<file path="src/common/mdc_pkg.sv">
package mdc_pkg;

	////////////////////////////////////////////////////////////////////////////////
	// Clock and timing
	localparam int unsigned CLK_PERIOD_NS = 10;
	localparam int unsigned T_INIT1_NS    = 200000;
	localparam int unsigned T_INIT3_NS    = 2000000;
	localparam int unsigned INIT1_CYC     = (T_INIT1_NS + CLK_PERIOD_NS - 1) / CLK_PERIOD_NS;
	localparam int unsigned INIT3_CYC     = (T_INIT3_NS + CLK_PERIOD_NS - 1) / CLK_PERIOD_NS;
	localparam int unsigned WL_CYC        = 4;
	localparam int unsigned RL_CYC        = 6;
	localparam int unsigned BURST_LEN     = 16;
	localparam int unsigned DATA_CLKS     = BURST_LEN / 2;
	localparam int unsigned CNT_W         = 21;

	////////////////////////////////////////////////////////////////////////////////
	// Widths
	localparam int unsigned CA_W   = 6;
	localparam int unsigned DQ_W   = 16;
	localparam int unsigned WORD_W = 2 * DQ_W;
	localparam int unsigned BANK_W = 3;
	localparam int unsigned NBANK  = 8;
	localparam int unsigned ROW_W  = 17;
	localparam int unsigned COL_W  = 10;

	////////////////////////////////////////////////////////////////////////////////
	// Command/address encoding: major code in the top two bits of a part's first tick
	localparam logic [1:0] MAJ_SINGLE = 2'h0;
	localparam logic [1:0] MAJ_CAS2   = 2'h1;
	localparam logic [1:0] MAJ_ACT2   = 2'h2;
	localparam logic [1:0] MAJ_ACT1   = 2'h3;
	localparam logic [2:0] SUB_RD     = 3'h0;
	localparam logic [2:0] SUB_WR     = 3'h1;
	localparam logic [2:0] SUB_MWR    = 3'h2;
	localparam logic [2:0] SUB_PRE    = 3'h3;
	localparam logic [2:0] SUB_MRW    = 3'h4;
	localparam logic [2:0] SUB_MRR    = 3'h5;
	localparam logic [2:0] SUB_MPC    = 3'h6;
	localparam logic [2:0] SUB_SR     = 3'h7;

	typedef enum logic [3:0] {
		OP_ACT, OP_RD, OP_WR, OP_MWR, OP_PRE, OP_MRW, OP_MRR, OP_MPC,
		OP_SRE, OP_SRX, OP_PDE, OP_PDX
	} mdc_op_t;

	typedef enum logic [2:0] {
		DEN_2G, DEN_3G, DEN_4G, DEN_6G, DEN_8G, DEN_12G, DEN_16G
	} mdc_den_t;

endpackage

</file>
<file path="src/common/mdc_buf_if.sv">
`timescale 1ns/1ps
interface mdc_buf_if;
	logic                        in_valid;
	logic                        in_ready;
	logic [mdc_pkg::WORD_W-1:0]  in_data;
	logic                        out_valid;
	logic                        out_ready;
	logic [mdc_pkg::WORD_W-1:0]  out_data;

	modport fifo (input in_valid, in_data, out_ready, output in_ready, out_valid, out_data);
	modport user (output in_valid, in_data, out_ready, input in_ready, out_valid, out_data);
endinterface

</file>
<file path="src/hdl/mdc_ctrl.sv">
`timescale 1ns/1ps
// What this block does
// Each command part goes out as two ticks on consecutive rising edges.
// Six command/address lines carry code, bank and address; no other address pins.
// Read, write, masked write and activate send two parts back to back.
// Sixteen data lanes and eight banks per channel.
// Data lanes move two bits per clock, one per edge.
// One access moves sixteen beats of sixteen bits.
// Bursts start at the chosen column and run a fixed length in order.
// A row activate must open the bank before any column access.
// Read/write bank and start column come from the command's own bits.
// Array traffic waits until initialization is complete.
// Row width follows density: 14, 15, 16 or 17 bits; bank always three.
// Non-binary density: top row bit set forces the next bit low.
// Column is ten bits; the low two are zero and never sent.
// Unused row and column bits are driven to defined levels.
// From self refresh only power-down, mode reads/writes and multipurpose are allowed.
// Device samples command lines on the rising clock edge.
// Reset pin low forces the device into reset from any state.
// Mode writes with a bank open may only touch non-timing fields; not checked here, cmd_arg goes out as given.
module mdc_ctrl #(
	parameter int unsigned INIT1_CYC = mdc_pkg::INIT1_CYC,
	parameter int unsigned INIT3_CYC = mdc_pkg::INIT3_CYC
) (
	input  wire logic                            ref_clk,
	input  wire logic                            reset_n,
	input  wire mdc_pkg::mdc_den_t               density,
	input  wire logic                            init_done,
	input  wire logic                            cmd_valid,
	output wire logic                            cmd_ready,
	input  wire mdc_pkg::mdc_op_t                cmd_op,
	input  wire logic [mdc_pkg::BANK_W-1:0]      cmd_bank,
	input  wire logic [mdc_pkg::ROW_W-1:0]       cmd_row,
	input  wire logic [mdc_pkg::COL_W-1:0]       cmd_col,
	input  wire logic [mdc_pkg::CA_W-1:0]        cmd_arg,
	output logic                                 cmd_err,
	input  wire logic                            wr_valid,
	output wire logic                            wr_ready,
	input  wire logic [mdc_pkg::WORD_W-1:0]      wr_data,
	output logic                                 rd_valid,
	output logic [mdc_pkg::WORD_W-1:0]           rd_data,
	output logic [mdc_pkg::NBANK-1:0]            bank_open,
	output logic                                 self_refresh,
	output logic                                 dram_reset_n,
	output logic                                 dram_cke,
	output logic                                 dram_cs,
	output logic [mdc_pkg::CA_W-1:0]             dram_ca,
	output logic [mdc_pkg::DQ_W-1:0]             dq_out_rise,
	output logic [mdc_pkg::DQ_W-1:0]             dq_out_fall,
	output logic                                 dq_oe,
	input  wire logic [mdc_pkg::DQ_W-1:0]        dq_in_rise,
	input  wire logic [mdc_pkg::DQ_W-1:0]        dq_in_fall,
	output logic                                 dqs_out,
	output logic                                 dqs_oe
);
	typedef enum logic [2:0] {ST_RST, ST_CKE, ST_IDLE, ST_SEND, ST_WAIT, ST_WDATA, ST_RDATA}
		mdc_state_t;

	localparam logic [mdc_pkg::CNT_W-1:0] INIT1_LAST = mdc_pkg::CNT_W'(INIT1_CYC - 1);
	localparam logic [mdc_pkg::CNT_W-1:0] INIT3_LAST = mdc_pkg::CNT_W'(INIT3_CYC - 1);
	localparam logic [mdc_pkg::CNT_W-1:0] WL_LAST    = mdc_pkg::CNT_W'(mdc_pkg::WL_CYC - 1);
	localparam logic [mdc_pkg::CNT_W-1:0] RL_LAST    = mdc_pkg::CNT_W'(mdc_pkg::RL_CYC - 1);
	localparam logic [mdc_pkg::CNT_W-1:0] DATA_LAST  = mdc_pkg::CNT_W'(mdc_pkg::DATA_CLKS - 1);

	mdc_state_t                   state_q;
	mdc_state_t                   state_d;
	logic [mdc_pkg::CNT_W-1:0]    cnt_q;
	logic [mdc_pkg::CA_W-1:0]     tick_q [4];
	logic [1:0]                   idx_q;
	logic [1:0]                   last_q;
	logic                         is_rd_q;
	logic                         is_wr_q;
	logic                         sr_q;
	logic                         pd_q;
	logic [mdc_pkg::NBANK-1:0]    open_q;

	mdc_buf_if wbuf ();

	mdc_skid_buf u_wbuf (
		.ref_clk (ref_clk),
		.reset_n (reset_n),
		.bi      (wbuf.fifo)
	);

	assign wbuf.in_valid  = wr_valid;
	assign wbuf.in_data   = wr_data;
	assign wr_ready       = wbuf.in_ready;
	assign wbuf.out_ready = (state_q == ST_WDATA);

	////////////////////////////////////////////////////////////////////////////////
	// Row width and non-binary guard per density
	logic [4:0] row_w;
	logic       non_bin;
	always_comb
	begin
		non_bin = 1'b0;
		case (density)
			mdc_pkg::DEN_2G:  row_w = 5'd14;
			mdc_pkg::DEN_3G:  begin row_w = 5'd15; non_bin = 1'b1; end
			mdc_pkg::DEN_4G:  row_w = 5'd15;
			mdc_pkg::DEN_6G:  begin row_w = 5'd16; non_bin = 1'b1; end
			mdc_pkg::DEN_8G:  row_w = 5'd16;
			mdc_pkg::DEN_12G: begin row_w = 5'd17; non_bin = 1'b1; end
			default:          row_w = 5'd17;
		endcase
	end

	logic [mdc_pkg::ROW_W-1:0] row_fix;
	always_comb
	begin
		for (int i = 0; i < mdc_pkg::ROW_W; i++)
			row_fix[i] = (i < int'(row_w)) ? cmd_row[i] : 1'b0;
		if (non_bin && row_fix[5'(row_w - 5'd1)])
			row_fix[5'(row_w - 5'd2)] = 1'b0;
	end

	////////////////////////////////////////////////////////////////////////////////
	// Command legality and tick building
	wire is_act   = (cmd_op == mdc_pkg::OP_ACT);
	wire is_col   = (cmd_op == mdc_pkg::OP_RD) || (cmd_op == mdc_pkg::OP_WR) ||
		(cmd_op == mdc_pkg::OP_MWR);
	wire is_mode  = (cmd_op == mdc_pkg::OP_MRW) || (cmd_op == mdc_pkg::OP_MRR) ||
		(cmd_op == mdc_pkg::OP_MPC);
	wire array_op = is_act || is_col || (cmd_op == mdc_pkg::OP_PRE) ||
		(cmd_op == mdc_pkg::OP_SRE);
	wire sr_ok    = is_mode || (cmd_op == mdc_pkg::OP_PDE) || (cmd_op == mdc_pkg::OP_PDX) ||
		(cmd_op == mdc_pkg::OP_SRX);
	wire pd_ok    = (cmd_op == mdc_pkg::OP_PDX);
	wire take     = cmd_valid && cmd_ready;
	wire bad      = (array_op && !init_done) ||
		(is_col && !open_q[cmd_bank]) ||
		(is_act && open_q[cmd_bank]) ||
		((cmd_op == mdc_pkg::OP_SRE) && (open_q != '0)) ||
		(sr_q && !sr_ok) ||
		(!sr_q && (cmd_op == mdc_pkg::OP_SRX)) ||
		(pd_q && !pd_ok) ||
		(!pd_q && pd_ok);
	wire go       = take && !bad;
	wire cke_only = (cmd_op == mdc_pkg::OP_PDE) || (cmd_op == mdc_pkg::OP_PDX);

	logic [2:0]               sub;
	logic [mdc_pkg::CA_W-1:0] t0;
	logic [mdc_pkg::CA_W-1:0] t1;
	logic [mdc_pkg::CA_W-1:0] t2;
	logic [mdc_pkg::CA_W-1:0] t3;
	always_comb
	begin
		case (cmd_op)
			mdc_pkg::OP_RD:  sub = mdc_pkg::SUB_RD;
			mdc_pkg::OP_WR:  sub = mdc_pkg::SUB_WR;
			mdc_pkg::OP_MWR: sub = mdc_pkg::SUB_MWR;
			mdc_pkg::OP_PRE: sub = mdc_pkg::SUB_PRE;
			mdc_pkg::OP_MRW: sub = mdc_pkg::SUB_MRW;
			mdc_pkg::OP_MRR: sub = mdc_pkg::SUB_MRR;
			mdc_pkg::OP_MPC: sub = mdc_pkg::SUB_MPC;
			default:         sub = mdc_pkg::SUB_SR;
		endcase
		t0 = {mdc_pkg::MAJ_SINGLE, sub, 1'b0};
		t2 = {mdc_pkg::MAJ_CAS2, cmd_col[9:6]};
		t3 = {cmd_col[5:2], 2'h0};
		if (is_act)
		begin
			t0 = {mdc_pkg::MAJ_ACT1, cmd_bank, row_fix[16]};
			t1 = row_fix[15:10];
			t2 = {mdc_pkg::MAJ_ACT2, row_fix[9:6]};
			t3 = row_fix[5:0];
		end
		else if (is_mode)
			t1 = cmd_arg;
		else if ((cmd_op == mdc_pkg::OP_SRE) || (cmd_op == mdc_pkg::OP_SRX))
			t1 = {5'h0, (cmd_op == mdc_pkg::OP_SRE)};
		else
			t1 = {cmd_bank, 3'h0};
	end

	// Two-part commands end on tick index 3, single parts on 1
	wire [1:0] last_d = (is_act || is_col) ? 2'h3 : 2'h1;

	////////////////////////////////////////////////////////////////////////////////
	// Sequencer
	wire cnt_done = ((state_q == ST_RST) && (cnt_q == INIT1_LAST)) ||
		((state_q == ST_CKE) && (cnt_q == INIT3_LAST)) ||
		((state_q == ST_WAIT) && (cnt_q == (is_wr_q ? WL_LAST : RL_LAST))) ||
		(((state_q == ST_WDATA) || (state_q == ST_RDATA)) && (cnt_q == DATA_LAST));

	always_comb
	begin
		state_d = state_q;
		case (state_q)
			ST_RST:   if (cnt_done) state_d = ST_CKE;
			ST_CKE:   if (cnt_done) state_d = ST_IDLE;
			ST_IDLE:  if (go && !cke_only) state_d = ST_SEND;
			ST_SEND:  if (idx_q == last_q) state_d = (is_rd_q || is_wr_q) ? ST_WAIT : ST_IDLE;
			ST_WAIT:  if (cnt_done) state_d = is_wr_q ? ST_WDATA : ST_RDATA;
			ST_WDATA: if (cnt_done) state_d = ST_IDLE;
			ST_RDATA: if (cnt_done) state_d = ST_IDLE;
			default:  state_d = ST_RST;
		endcase
	end

	assign cmd_ready = (state_q == ST_IDLE);

	always_ff @(posedge ref_clk or negedge reset_n)
	begin
		if (!reset_n)
		begin
			state_q <= ST_RST;
			cnt_q   <= '0;
		end
		else
		begin
			state_q <= state_d;
			cnt_q   <= (state_d != state_q || cnt_done) ? '0 : cnt_q + 1'b1;
		end
	end

	always_ff @(posedge ref_clk or negedge reset_n)
	begin
		if (!reset_n)
		begin
			for (int i = 0; i < 4; i++)
				tick_q[i] <= '0;
			last_q  <= 2'h0;
			is_rd_q <= 1'b0;
			is_wr_q <= 1'b0;
		end
		else if (go)
		begin
			tick_q[0] <= t0;
			tick_q[1] <= t1;
			tick_q[2] <= t2;
			tick_q[3] <= t3;
			last_q    <= last_d;
			is_rd_q   <= (cmd_op == mdc_pkg::OP_RD);
			is_wr_q   <= (cmd_op == mdc_pkg::OP_WR) || (cmd_op == mdc_pkg::OP_MWR);
		end
	end

	////////////////////////////////////////////////////////////////////////////////
	// Pins: CA launched on our rising edge, so it is stable at the device's next one
	always_ff @(posedge ref_clk or negedge reset_n)
	begin
		if (!reset_n)
		begin
			idx_q   <= 2'h0;
			dram_cs <= 1'b0;
			dram_ca <= '0;
		end
		else if (state_q == ST_SEND)
		begin
			idx_q   <= idx_q + 2'h1;
			dram_cs <= ~idx_q[0];
			dram_ca <= tick_q[idx_q];
		end
		else
		begin
			idx_q   <= 2'h0;
			dram_cs <= 1'b0;
			dram_ca <= '0;
		end
	end

	// Device reset held through the first wait, CKE raised only after the second
	always_ff @(posedge ref_clk or negedge reset_n)
	begin
		if (!reset_n)
		begin
			dram_reset_n <= 1'b0;
			dram_cke     <= 1'b0;
			sr_q         <= 1'b0;
			pd_q         <= 1'b0;
		end
		else
		begin
			dram_reset_n <= dram_reset_n | (state_q == ST_CKE);
			dram_cke     <= (state_d == ST_IDLE && state_q == ST_CKE) ? 1'b1 :
				(go && cmd_op == mdc_pkg::OP_PDE) ? 1'b0 :
				(go && cmd_op == mdc_pkg::OP_PDX) ? 1'b1 : dram_cke;
			sr_q         <= go && (cmd_op == mdc_pkg::OP_SRE) ? 1'b1 :
				go && (cmd_op == mdc_pkg::OP_SRX) ? 1'b0 : sr_q;
			pd_q         <= go && (cmd_op == mdc_pkg::OP_PDE) ? 1'b1 :
				go && (cmd_op == mdc_pkg::OP_PDX) ? 1'b0 : pd_q;
		end
	end

	// One open-row flag per bank
	for (genvar b = 0; b < mdc_pkg::NBANK; b++)
	begin : g_bank
		wire hit = go && (cmd_bank == mdc_pkg::BANK_W'(b));
		always_ff @(posedge ref_clk or negedge reset_n)
		begin
			if (!reset_n)
				open_q[b] <= 1'b0;
			else if (hit && is_act)
				open_q[b] <= 1'b1;
			else if (hit && cmd_op == mdc_pkg::OP_PRE)
				open_q[b] <= 1'b0;
		end
	end

	assign bank_open    = open_q;
	assign self_refresh = sr_q;

	////////////////////////////////////////////////////////////////////////////////
	// Data bursts: one 32-bit word per clock is one rising and one falling beat.
	// An empty write buffer mid-burst cannot stall the device, so zeros go out and
	// the error pulse tells the user the burst was corrupted.
	wire wr_beat = (state_q == ST_WDATA);
	wire rd_beat = (state_q == ST_RDATA);

	always_ff @(posedge ref_clk or negedge reset_n)
	begin
		if (!reset_n)
		begin
			dq_out_rise <= '0;
			dq_out_fall <= '0;
			dq_oe       <= 1'b0;
			dqs_out     <= 1'b0;
			dqs_oe      <= 1'b0;
			rd_valid    <= 1'b0;
			rd_data     <= '0;
			cmd_err     <= 1'b0;
		end
		else
		begin
			dq_out_rise <= (wr_beat && wbuf.out_valid) ? wbuf.out_data[15:0] : '0;
			dq_out_fall <= (wr_beat && wbuf.out_valid) ? wbuf.out_data[31:16] : '0;
			dq_oe       <= wr_beat;
			dqs_out     <= wr_beat ? ~dqs_out : 1'b0;
			dqs_oe      <= wr_beat;
			rd_valid    <= rd_beat;
			rd_data     <= rd_beat ? {dq_in_fall, dq_in_rise} : rd_data;
			cmd_err     <= (take && bad) || (wr_beat && !wbuf.out_valid);
		end
	end
endmodule

</file>
<file path="src/hdl/mdc_skid_buf.sv">
`timescale 1ns/1ps
module mdc_skid_buf (
	input  wire logic ref_clk,
	input  wire logic reset_n,
	mdc_buf_if.fifo   bi
);
	logic [mdc_pkg::WORD_W-1:0] mem_q [2];
	logic                       wp_q;
	logic                       rp_q;
	logic [1:0]                 cnt_q;
	wire                        push;
	wire                        pop;

	assign bi.in_ready  = (cnt_q != 2'h2);
	assign bi.out_valid = (cnt_q != 2'h0);
	assign bi.out_data  = mem_q[rp_q];
	assign push         = bi.in_valid && bi.in_ready;
	assign pop          = bi.out_valid && bi.out_ready;

	always_ff @(posedge ref_clk or negedge reset_n)
	begin
		if (!reset_n)
		begin
			wp_q  <= 1'b0;
			rp_q  <= 1'b0;
			cnt_q <= 2'h0;
		end
		else
		begin
			wp_q  <= wp_q ^ push;
			rp_q  <= rp_q ^ pop;
			cnt_q <= cnt_q + {1'b0, push} - {1'b0, pop};
		end
	end

	// Storage needs no reset; occupancy guards every read
	always_ff @(posedge ref_clk)
	begin
		if (push)
			mem_q[wp_q] <= bi.in_data;
	end
endmodule

</file>
<file path="config.mk">
export PLATFORM = sky130hd
export DESIGN_NAME = mdc_ctrl
export DESIGN_NICKNAME = d
export VERILOG_FILES = /design/src/common/mdc_pkg.sv /design/src/common/mdc_buf_if.sv /design/src/hdl/mdc_ctrl.sv /design/src/hdl/mdc_skid_buf.sv
export SDC_FILE = /design/constraint.sdc
export NUM_CORES = 1
export LEC_CHECK = 0
export BUFFER_PORTS_ARGS = -buffer_cell sky130_fd_sc_hd__buf_2
export CELL_PAD_IN_SITES_DETAIL_PLACEMENT = 0
export CELL_PAD_IN_SITES_GLOBAL_PLACEMENT = 1
export CORE_ASPECT_RATIO = 0.75
export CORE_MARGIN = 2
export CORE_UTILIZATION = 42
export DETAILED_ROUTE_END_ITERATION = 16
export PLACE_DENSITY_LB_ADDON = 0.1
export SETUP_SLACK_MARGIN = 0.1
export SLEW_MARGIN = 20
export SYNTH_ARGS = -nofsm -noshare
export SYNTH_HDL_FRONTEND = slang
export SYNTH_SLANG_ARGS = --single-unit
export TNS_END_PERCENT = 20
</file>
<file path="constraint.sdc">
create_clock -name ref_clk -period 3.2 [get_ports ref_clk]
set_clock_uncertainty 0.05 [all_clocks]
set_input_delay 0.96 -clock ref_clk [delete_from_list [all_inputs] [get_ports ref_clk]]
set_output_delay 0.96 -clock ref_clk [all_outputs]
set_load 0.02 [all_outputs]
</file>
==> results.txt, run 1 <==
vias in the first global route = 6165
Worst Tran Pin Value = 0.983 ns
Comb pwr share = 7.8%
Crit Path Class = register to register
crit path max fanout = 10
WP data arrival = 3.15 ns
simple-gate portion of the synthesized area = 15.7%
Mapped Nets = 879
max-cap violations = 0
Post-layout nets = 1084
post-DP HPWL = 14300 µm
Mapped Cells = 758
largest family of logic cells by synthesized area = simple AND/OR/NAND/NOR gates
Unique masters post-synth = 68
first-pass GRT wire length = 31700 µm
power share of the clock group = 40.8%
Netlist Area Pre-Place = 8790 µm²
EDFF count, synth = 64
final RePlAce weighted congestion = 0.854
outcome = completed
setup TNS = 0 ns
Setup Viol. Count Final = 0
post-route clock period utilization = 87.3%
Residual DRC = 0
Vias/cell = 4.96
slew margin rel. = 34.5%
maximum VDD drop = 0.000383 V
die height = 129 µm
Die W = 171 µm
GR Overflow Total = 0
switching power total = 0.00129 W
post-synthesis adder-cell area fraction = 1.40%
final hold violation count = 0
IO buf count = 198
ys async rst share = 68.9%
Yosys top cell area share = 40.4%
pwr dens = 541 nW/µm²
CP Capture Type = register
clk sinks = 206
multiplexer area fraction after synthesis = 7.19%
area grow syn2layout = 23.3%
Floorplan Core Area = 20400 µm²
Post-Layout Cell Count = 1260
min Tclk post-route = 2.79 ns
Max Root-Sink Buffers = 3
Die Area = 22100 µm²
most frequent cells in the layout = buf_2 (197), nand2_1 (150), dfrtp_1 (141)
placed insts = 1222
layout cells sized above 1 = 28.7%
num rows = 45
largest net degree at the start of global routing = 58
Root Driver = clkbuf_16
most common cell after layout, fill and taps aside = buf_2
Initial DRC Count = 352
CTS tree = done
count of warnings emitted by yosys = 0
FMAX = 0.358 GHz
CTS HTree Levels = 1
Worst R2R Start = cnt_q[17]$_DFF_PN0_
Hold WS = 0.378 ns
crit path from = cnt_q[17]$_DFF_PN0_
register area share after synthesis = 62.3%
clock latency on the worst-skew pair = 0.48 ns
unrepaired setup endpoints after global routing = false
CTS Hold Bufs = 0
Worst Hold Class = primary input to async pin
Synth Area in XOR/XNOR = 2.49%
fin. max-slew vios = 0
P_int = 0.00458 W
routed wire length per instance = 15.9 µm
initial core utilization = 43.1%
Routed WL = 20100 µm
drt pass-1 iters = 5
sw frac = 21.9%
initial antenna violation count = 1
Static Leak = 4.71 nW
sequential power share = 51.5%
via count = 6253
Total GRT Usage = 18.0%
PostCTS Resize Cnt = 0
Post-Route Utilization = 53.2%
Post-Synthesis Mean Instance Area = 11.6 µm²
dominant cell type by area after synthesis = dfrtp_1
Critical Path RT = 3.55 ns
Synth Flop Type = dfrtp_1
top cells by area, synth = dfrtp_1 (40%), edfxtp_1 (22%), nand2_1 (6.4%), mux2i_1 (5.2%), nor2_1 (2.0%)
CTS clk-pin slew, worst paths = 0.06 ns
Setup Fix Bufs, Post-CTS = 0
antenna viol nets, final = 0
FF+latch count, synth = 206
Inserted Clock Buffers = 21
post-synthesis compound-gate area fraction = 7.67%
IO Pins = 201
Worst Setup Start Kind = register
==> layout make-up <==
cell class | instances | area [µm²]
Clock inverter | 6 | 105
Tap cell | 282 | 353
Clock buffer | 31 | 563
Inverter | 24 | 90.1
Timing Repair Buffer | 224 | 1220
Antenna cell | 1 | 2.50
Fill cell | 1875 | 9540
Sequential cell | 206 | 5480
Multi-Input combinational cell | 486 | 3030
==> critical path, stage by stage (launching register included) <==
cell and delay, ns:
dfrtp_1 0.43, or4_1 0.56, or4_1 0.41, a211oi_1 0.31
a211oi_1 0.20, a311o_1 0.40, buf_4 0.21, a21oi_1 0.15
==> cell families (layout without fill, tap and decap cells) <==
logic type | count (synthesis) | count (layout)
other | 0 | 1
adder cells (fa/ha/maj) | 10 | 10
AND/OR/NAND/NOR | 293 | 293
flip-flops | 206 | 206
AO/OA/AOI/OAI | 103 | 103
buffers and inverters | 66 | 285
multiplexers | 55 | 55
XOR/XNOR | 25 | 25
==> final timing paths <==
kind                            cells after the start  slack (ns)                         to
worst min-delay path                                1        0.38   bank_open[6]$_DFFE_PN0P_
worst min register to register                      1        0.38          dqs_out$_DFF_PN0_
worst max-delay path                                7        0.41        cnt_q[16]$_DFF_PN0_
worst max register to register                      7        0.41        cnt_q[16]$_DFF_PN0_
min in group ref_clk                                1        0.38          dqs_out$_DFF_PN0_
max in group asynchronous                           2        2.01  dq_out_fall[15]$_DFF_PN0_
==> Yosys cell counts, drive strengths merged (4+ instances only) <==
master,number
ha,9
nand3,11
nor3b,10
xor2,16
and3,9
edfxtp,64
o21ai,30
clkbuf,28
nand2,150
nor3,4
nor4,11
nand2b,10
nor2,48
a21oi,33
inv,24
buf,14
xnor2,9
nand4,6
a211oi,6
mux4,6
or3,4
nor2b,11
o31ai,4
dfrtp,142
mux2i,47
==> power groups by stage <==
stage | combinational [W] | clock [W] | sequential (W)
after floorplan | 0.000242 | 0 | 0.00305
after global placement | 0.000453 | 0 | 0.00306
after detailed placement | 0.000468 | 0 | 0.00307
after CTS | 0.000470 | 0.00247 | 0.00302
after global routing | 0.000514 | 0.00257 | 0.00303
final | 0.000456 | 0.00239 | 0.00302
==> sequential cells by signal, summed over array words and instances, names as in the netlist, 2 cells and up <==
signal	flops
rd_data	32
u_wbuf.cnt_q	2
cnt_q	21
bank_open	8
tick_q	22
dq_out_rise	16
last_q	2
dq_out_fall	16
state_q	3
u_wbuf.mem_q	64
dram_ca	6
==> layer usage <==
metal	vias to the layer above	track usage (%)	share of wire (%)
li1	3047	-	-
met1	2980	25.4	46
met2	200	28.8	45
met3	26	3.94	7.3
met4	0	3.99	1.8
met5	-	0	0
==> metrics by stage <==
stage                     total power [W]  setup WS (ns)  cell area (µm²)
after CTS                         0.00596          0.426            10800
after global placement            0.00351         0.0718            10200
after floorplan                   0.00330          0.358             8790
after detailed placement          0.00354         0.0318            10200
final                             0.00586          0.406            10800
after global routing              0.00612          0.269            10800
(Power assumes the default switching activity.)
==> inputs of run 2 (changes only) <==
GPL_TIMING_DRIVEN = 0   (was unset)
==> results.txt, run 2 (synthesis results as in run 1) <==
first-pass GRT wire length = 32200 µm (was 31700 µm)
slowest stage cell, crit path = a2111oi_2 (was or4_1)
GR Overflow Total = 0 (unchanged)
final hold violation count = 0 (unchanged)
crit path cell chain = buf_2 > clkbuf_1 > a211o_1 > a21oi_1 > a2111oi_2 > nand4_4 > clkbuf_1 > o21ai_0 > o31ai_1 (was or4_1 > or4_1 > a211oi_1 > a211oi_1 > a311o_1 > buf_4 > a21oi_1)
Routed WL = 20400 µm (was 20100 µm)
Worst Hold Class = primary input to async pin (unchanged)
outcome = completed (unchanged)
Hold WS = 0.368 ns (was 0.378 ns)
Static Leak = 4.73 nW (was 4.71 nW)
via count = 6262 (was 6253)
layout cells sized above 1 = 27.3% (was 28.7%)
clock latency on the worst-skew pair = 0.50 ns (was 0.48 ns)
Initial DRC Count = 339 (was 352)
IO Pins = 201 (unchanged)
CTS clk-pin slew, worst paths = 0.06 ns (about the same)
maximum VDD drop = 0.000355 V (was 0.000383 V)
Root Driver = clkbuf_16 (unchanged)
most used cell, CP = clkbuf_1
Largest stage delay, worst path = 0.61 ns (was 0.56 ns)
Vias/cell = 4.88 (was 4.96)
Die W = 171 µm (unchanged)
Inserted Clock Buffers = 22 (was 21)
pwr dens = 559 nW/µm² (was 541 nW/µm²)
Max Root-Sink Buffers = 3 (unchanged)
largest net degree at the start of global routing = 75 (was 58)
Residual DRC = 0 (unchanged)
die height = 129 µm (unchanged)
Post-layout nets = 1104 (was 1084)
Die Area = 22100 µm² (unchanged)
drt pass-1 iters = 5 (unchanged)
CP Buf/Inv Count = 3 (was 1)
post-DP HPWL = 14500 µm (was 14300 µm)
Reg with most FFs = u_wbuf.mem_q (unchanged)
Setup Fix Bufs, Post-CTS = 0 (unchanged)
fin. max-slew vios = 0 (unchanged)
DP Area = 10200 µm² (about the same)
CTS HTree Levels = 1 (unchanged)
antenna viol nets, final = 0 (unchanged)
CP Capture Type = register (unchanged)
num rows = 45 (unchanged)
final RePlAce weighted congestion = 0.794 (was 0.854)
vias in the first global route = 6023 (was 6165)
WP data arrival = 3.25 ns (was 3.15 ns)
most common cell after layout, fill and taps aside = buf_2 (unchanged)
R2R setup slack = 0.43 ns (was 0.41 ns)
CP top delay family = compound AO/OA/AOI/OAI gates (unchanged)
routed wire length per instance = 15.9 µm (about the same)
Worst Setup Start Kind = primary input (was register)
IO buf count = 198 (unchanged)
Setup Viol. Count Final = 0 (unchanged)
Crit Path Class = primary input to register (was register to register)
max reg flops = 64 (unchanged)
CTS tree = done (unchanged)
Final Cell Area = 11000 µm² (was 10800 µm²)
initial core utilization = 43.1% (unchanged)
crit path max fanout = 10 (unchanged)
slew margin rel. = 47.7% (was 34.5%)
most frequent cells in the layout = buf_2 (201), nand2_1 (150), dfrtp_1 (142) (was buf_2 (197), nand2_1 (150), dfrtp_1 (141))
Floorplan Core Area = 20400 µm² (unchanged)
Worst Tran Pin Value = 0.784 ns (was 0.983 ns)
unrepaired setup endpoints after global routing = false (unchanged)
max-cap violations = 0 (unchanged)
FMAX = 0.341 GHz (was 0.358 GHz)
clk sinks = 206 (unchanged)
Total GRT Usage = 18.4% (was 18.0%)
Critical Path RT = 3.51 ns (was 3.55 ns)
biggest regs = u_wbuf.mem_q x64, rd_data x32, tick_q x22 (unchanged)
post-route clock period utilization = 91.8% (was 87.3%)
initial antenna violation count = 2 (was 1)
min Tclk post-route = 2.94 ns (was 2.79 ns)
area grow syn2layout = 25.1% (was 23.3%)
-- run 2: changes by cell type in the layout (fill, tap and decap cells not counted), sizes merged --
| cell | change |
|---|---|
| clkbuf | +26 |
| buf | -9 |
| clkinv | +3 |
| bufinv | +1 |
| clkinvlp | +1 |
| diode | +1 |
-- run 2: area by class of cell --
class	count	area, µm²
Buffer	42	199
Antenna cell	2	5.00
Timing Repair Buffer	201	1070
Clock inverter	11	153
Multi-Input combinational cell	486	3040
Tap cell	282	353
Clock buffer	29	608
Sequential cell	206	5480
Inverter	24	90.1
Fill cell	1852	9390
-- run 2: path summary, 6_finish.rpt --
check / startpoint / endpoint / depth (start not counted)
worst max-delay path: cmd_op[0] / pd_q$_DFFE_PN0P_ / 9
worst min-delay path: reset_n / bank_open[6]$_DFFE_PN0P_ / 1
worst max register to register: bank_open[1]$_DFFE_PN0P_ / pd_q$_DFFE_PN0P_ / 7
worst min register to register: dqs_out$_DFF_PN0_ / dqs_out$_DFF_PN0_ / 1
max in group asynchronous: reset_n / rd_data[21]$_DFFE_PN0P_ / 2
min in group ref_clk: dqs_out$_DFF_PN0_ / dqs_out$_DFF_PN0_ / 1
-- run 2: metal layers --
metal | global-route usage, % | vias to the layer above | wire (µm)
met4 | 4.44 | 0 | 447
met1 | 27.4 | 2942 | 9930
li1 | - | 3090 | -
met3 | 4.73 | 34 | 1580
met2 | 27.2 | 196 | 8470
met5 | 0 | - | 0
-- run 2: repair_timing --
action                                  in CTS  in global routing
hold buffers                                 0                  0
hold endpoints to repair                     0                  0
resized for setup                            0                  5
endpoints found under the setup margin       0                 28
-- run 2: worst reg2reg max path, delay by kind of cell (launching register included) --
family,cells,cell delay (ns)
flops,1,0.42
compound gates,4,1.06
buf+inv,1,0.36
simple gates,2,0.74
-- run 2: through the flow --
step	worst slack [ns]	util, %	power, W	cells	TNS [ns]
2_1_floorplan	0.358	-	0.00330	758	0
3_3_place_gp	-1.10	49.7	0.00351	1238	-164.61
3_5_place_dp	-0.290	50.1	0.00355	1241	-10.77
4_1_cts	0.199	53.9	0.00625	1281	0
5_1_grt	0.117	53.9	0.00642	1281	0
6_report	0.263	53.9	0.00615	1283	0
-- run 2: where the power goes --
part	total, W	leakage [nW]	internal (W)	switching (W)
Clock	0.00265	0.367	0.00166	0.000999
Combinational	0.000483	2.09	0.000184	0.000299
Sequential	0.00301	2.28	0.00296	0.0000548
==> inputs of run 3 (changes only) <==
CORE_MARGIN = unset   (was 2)
==> results.txt, run 3 (synthesis results as in run 1) <==
P_int = 0.00451 W (was 0.00480 W)
maximum VDD drop = 0.000424 V (was 0.000355 V)
final hold violation count = 0 (unchanged)
Crit Path Class = register to register (was primary input to register)
crit path cell chain = clkbuf_1 > nor2b_1 > nand2_1 > inv_1 > o21ai_1 > clkbuf_1 > inv_1 > ha_1 > inv_1 > ha_1 > xnor2_1 > xnor2_1 (was buf_2 > clkbuf_1 > a211o_1 > a21oi_1 > a2111oi_2 > nand4_4 > clkbuf_1 > o21ai_0 > o31ai_1)
Routed WL = 20600 µm (was 20400 µm)
first-pass GRT wire length = 32800 µm (was 32200 µm)
CTS Hold Bufs = 0 (unchanged)
GR Overflow Total = 0 (unchanged)
IO Pins = 201 (unchanged)
most used cell, CP = inv_1 (was clkbuf_1)
IO buf count = 198 (unchanged)
switching power total = 0.00138 W (was 0.00135 W)
Floorplan Core Area = 20400 µm² (unchanged)
R2R setup slack = 0.31 ns (was 0.43 ns)
routed wire length per instance = 16.1 µm (was 15.9 µm)
WP data arrival = 3.26 ns (was 3.25 ns)
Static Leak = 4.69 nW (was 4.73 nW)
WL met3 = 1150 µm (was 1580 µm)
Initial DRC Count = 341 (was 339)
Post-Route Utilization = 53.5% (was 53.9%)
Worst Hold Class = primary input to async pin (unchanged)
Root Driver = clkbuf_16 (unchanged)
Worst Setup Start Kind = register (was primary input)
Inserted Clock Buffers = 22 (unchanged)
clock latency on the worst-skew pair = 0.50 ns (about the same)
Max Root-Sink Buffers = 3 (unchanged)
M1 WL = 10400 µm (was 9930 µm)
layout cells sized above 1 = 27.4% (was 27.3%)
biggest regs = u_wbuf.mem_q x64, rd_data x32, tick_q x22 (unchanged)
CTS clk-pin slew, worst paths = 0.06 ns (about the same)
initial core utilization = 43.1% (unchanged)
die height = 127 µm (was 129 µm)
initial antenna violation count = 1 (was 2)
via count = 6205 (was 6262)
sw frac = 23.5% (was 22.0%)
Total GRT Usage = 19.3% (was 18.4%)
Setup Fix Bufs, Post-CTS = 0 (unchanged)
pwr dens = 540 nW/µm² (was 559 nW/µm²)
CTS HTree Levels = 1 (unchanged)
Final Cell Area = 10900 µm² (was 11000 µm²)
post-route clock period utilization = 90.4% (was 91.8%)
CP top delay family = buffers and inverters (was compound AO/OA/AOI/OAI gates)
Post-layout nets = 1104 (unchanged)
PostCTS Resize Cnt = 0 (unchanged)
drt pass-1 iters = 4 (was 5)
Setup Viol. Count Final = 0 (unchanged)
slowest stage cell, crit path = clkbuf_1 (was a2111oi_2)
max layer used = met4 (unchanged)
most common cell after layout, fill and taps aside = buf_2 (unchanged)
Worst Tran Pin Value = 0.760 ns (was 0.784 ns)
min Tclk post-route = 2.89 ns (was 2.94 ns)
final RePlAce weighted congestion = 0.777 (was 0.794)
CP Buf/Inv Count = 5 (was 3)
vias in the first global route = 5937 (was 6023)
DP Area = 10200 µm² (unchanged)
clk sinks = 206 (unchanged)
crit path max fanout = 10 (unchanged)
slew margin rel. = 49.3% (was 47.7%)
antenna viol nets, final = 0 (unchanged)
sequential power share = 51.2% (was 49.0%)
outcome = completed (unchanged)
Residual DRC = 0 (unchanged)
unrepaired setup endpoints after global routing = true (was false)
Die W = 169 µm (was 171 µm)
Critical Path RT = 3.57 ns (was 3.51 ns)
CP Capture Type = register (unchanged)
fin. max-slew vios = 0 (unchanged)
CTS tree = done (unchanged)
post-DP HPWL = 14500 µm (about the same)
Die Area = 21500 µm² (was 22100 µm²)
Reg with most FFs = u_wbuf.mem_q (unchanged)
Comb pwr share = 8.3% (was 7.9%)
largest net degree at the start of global routing = 76 (was 75)
max-cap violations = 0 (unchanged)
num rows = 45 (unchanged)
Largest stage delay, worst path = 0.46 ns (was 0.61 ns)
max reg flops = 64 (unchanged)
Vias/cell = 4.84 (was 4.88)
length of routed met2 wiring = 8740 µm (was 8470 µm)
area grow syn2layout = 24.1% (was 25.1%)
most frequent cells in the layout = buf_2 (201), nand2_1 (150), dfrtp_1 (142) (unchanged)
FMAX = 0.346 GHz (was 0.341 GHz)
power share of the clock group = 40.6% (was 43.2%)
run 3: cell count changes in the layout (fill, tap and decap cells not counted), sizes merged:
cell	delta
bufinv	-4
clkbuf	+1
clkinv	+2
diode	-1
clkinvlp	+1
run 3: per-stage QoR:
step | setup TNS (ns) | hold WS, ns | instances | power [W] | setup WS, ns
after floorplan | 0 | 0.394 | 758 | 0.00330 | 0.358
after global placement | -169.02 | 0.361 | 1238 | 0.00351 | -1.15
after detailed placement | -8.62 | 0.368 | 1241 | 0.00356 | -0.280
after CTS | 0 | 0.376 | 1281 | 0.00596 | 0.232
after global routing | 0 | 0.408 | 1281 | 0.00613 | 0.0695
final | 0 | 0.376 | 1282 | 0.00589 | 0.307
run 3: cell type report:
class	count	area, µm²
diodes	1	2.50
plain buffers	42	196
clock buffers	30	622
clock inverters	10	56.3
fillers	1894	9470
inverters	24	90.1
multi-input cells	486	3050
flip-flops and latches	206	5480
well taps	282	353
repair buffers	201	1070
run 3: path summary, 6_finish.rpt:
kind	from	to	cells past startpoint
max in group asynchronous	reset_n	rd_data[15]$_DFFE_PN0P_	2
max	state_q[0]$_DFF_PN0_	u_wbuf.cnt_q[1]$_DFF_PN0_	12
max reg2reg	state_q[0]$_DFF_PN0_	u_wbuf.cnt_q[1]$_DFF_PN0_	12
min	reset_n	bank_open[3]$_DFFE_PN0P_	1
min reg2reg	dqs_out$_DFF_PN0_	dqs_out$_DFF_PN0_	1
min in group ref_clk	dqs_out$_DFF_PN0_	dqs_out$_DFF_PN0_	1
run 3: power by group through the flow:
stage	Clock (W)	Combinational [W]	Sequential, W
final	0.00239	0.000486	0.00301
after global routing	0.00256	0.000545	0.00303
after CTS	0.00245	0.000496	0.00302
after detailed placement	0	0.000494	0.00306
after global placement	0	0.000440	0.00307
after floorplan	0	0.000242	0.00305
run 3: routing by layer:
metal / vias to the layer above / global-route usage, %
met2: 164 / 28.9
met1: 2926 / 29.1
met3: 26 / 3.90
met4: 0 / 4.24
met5: - / 0
li1: 3089 / -
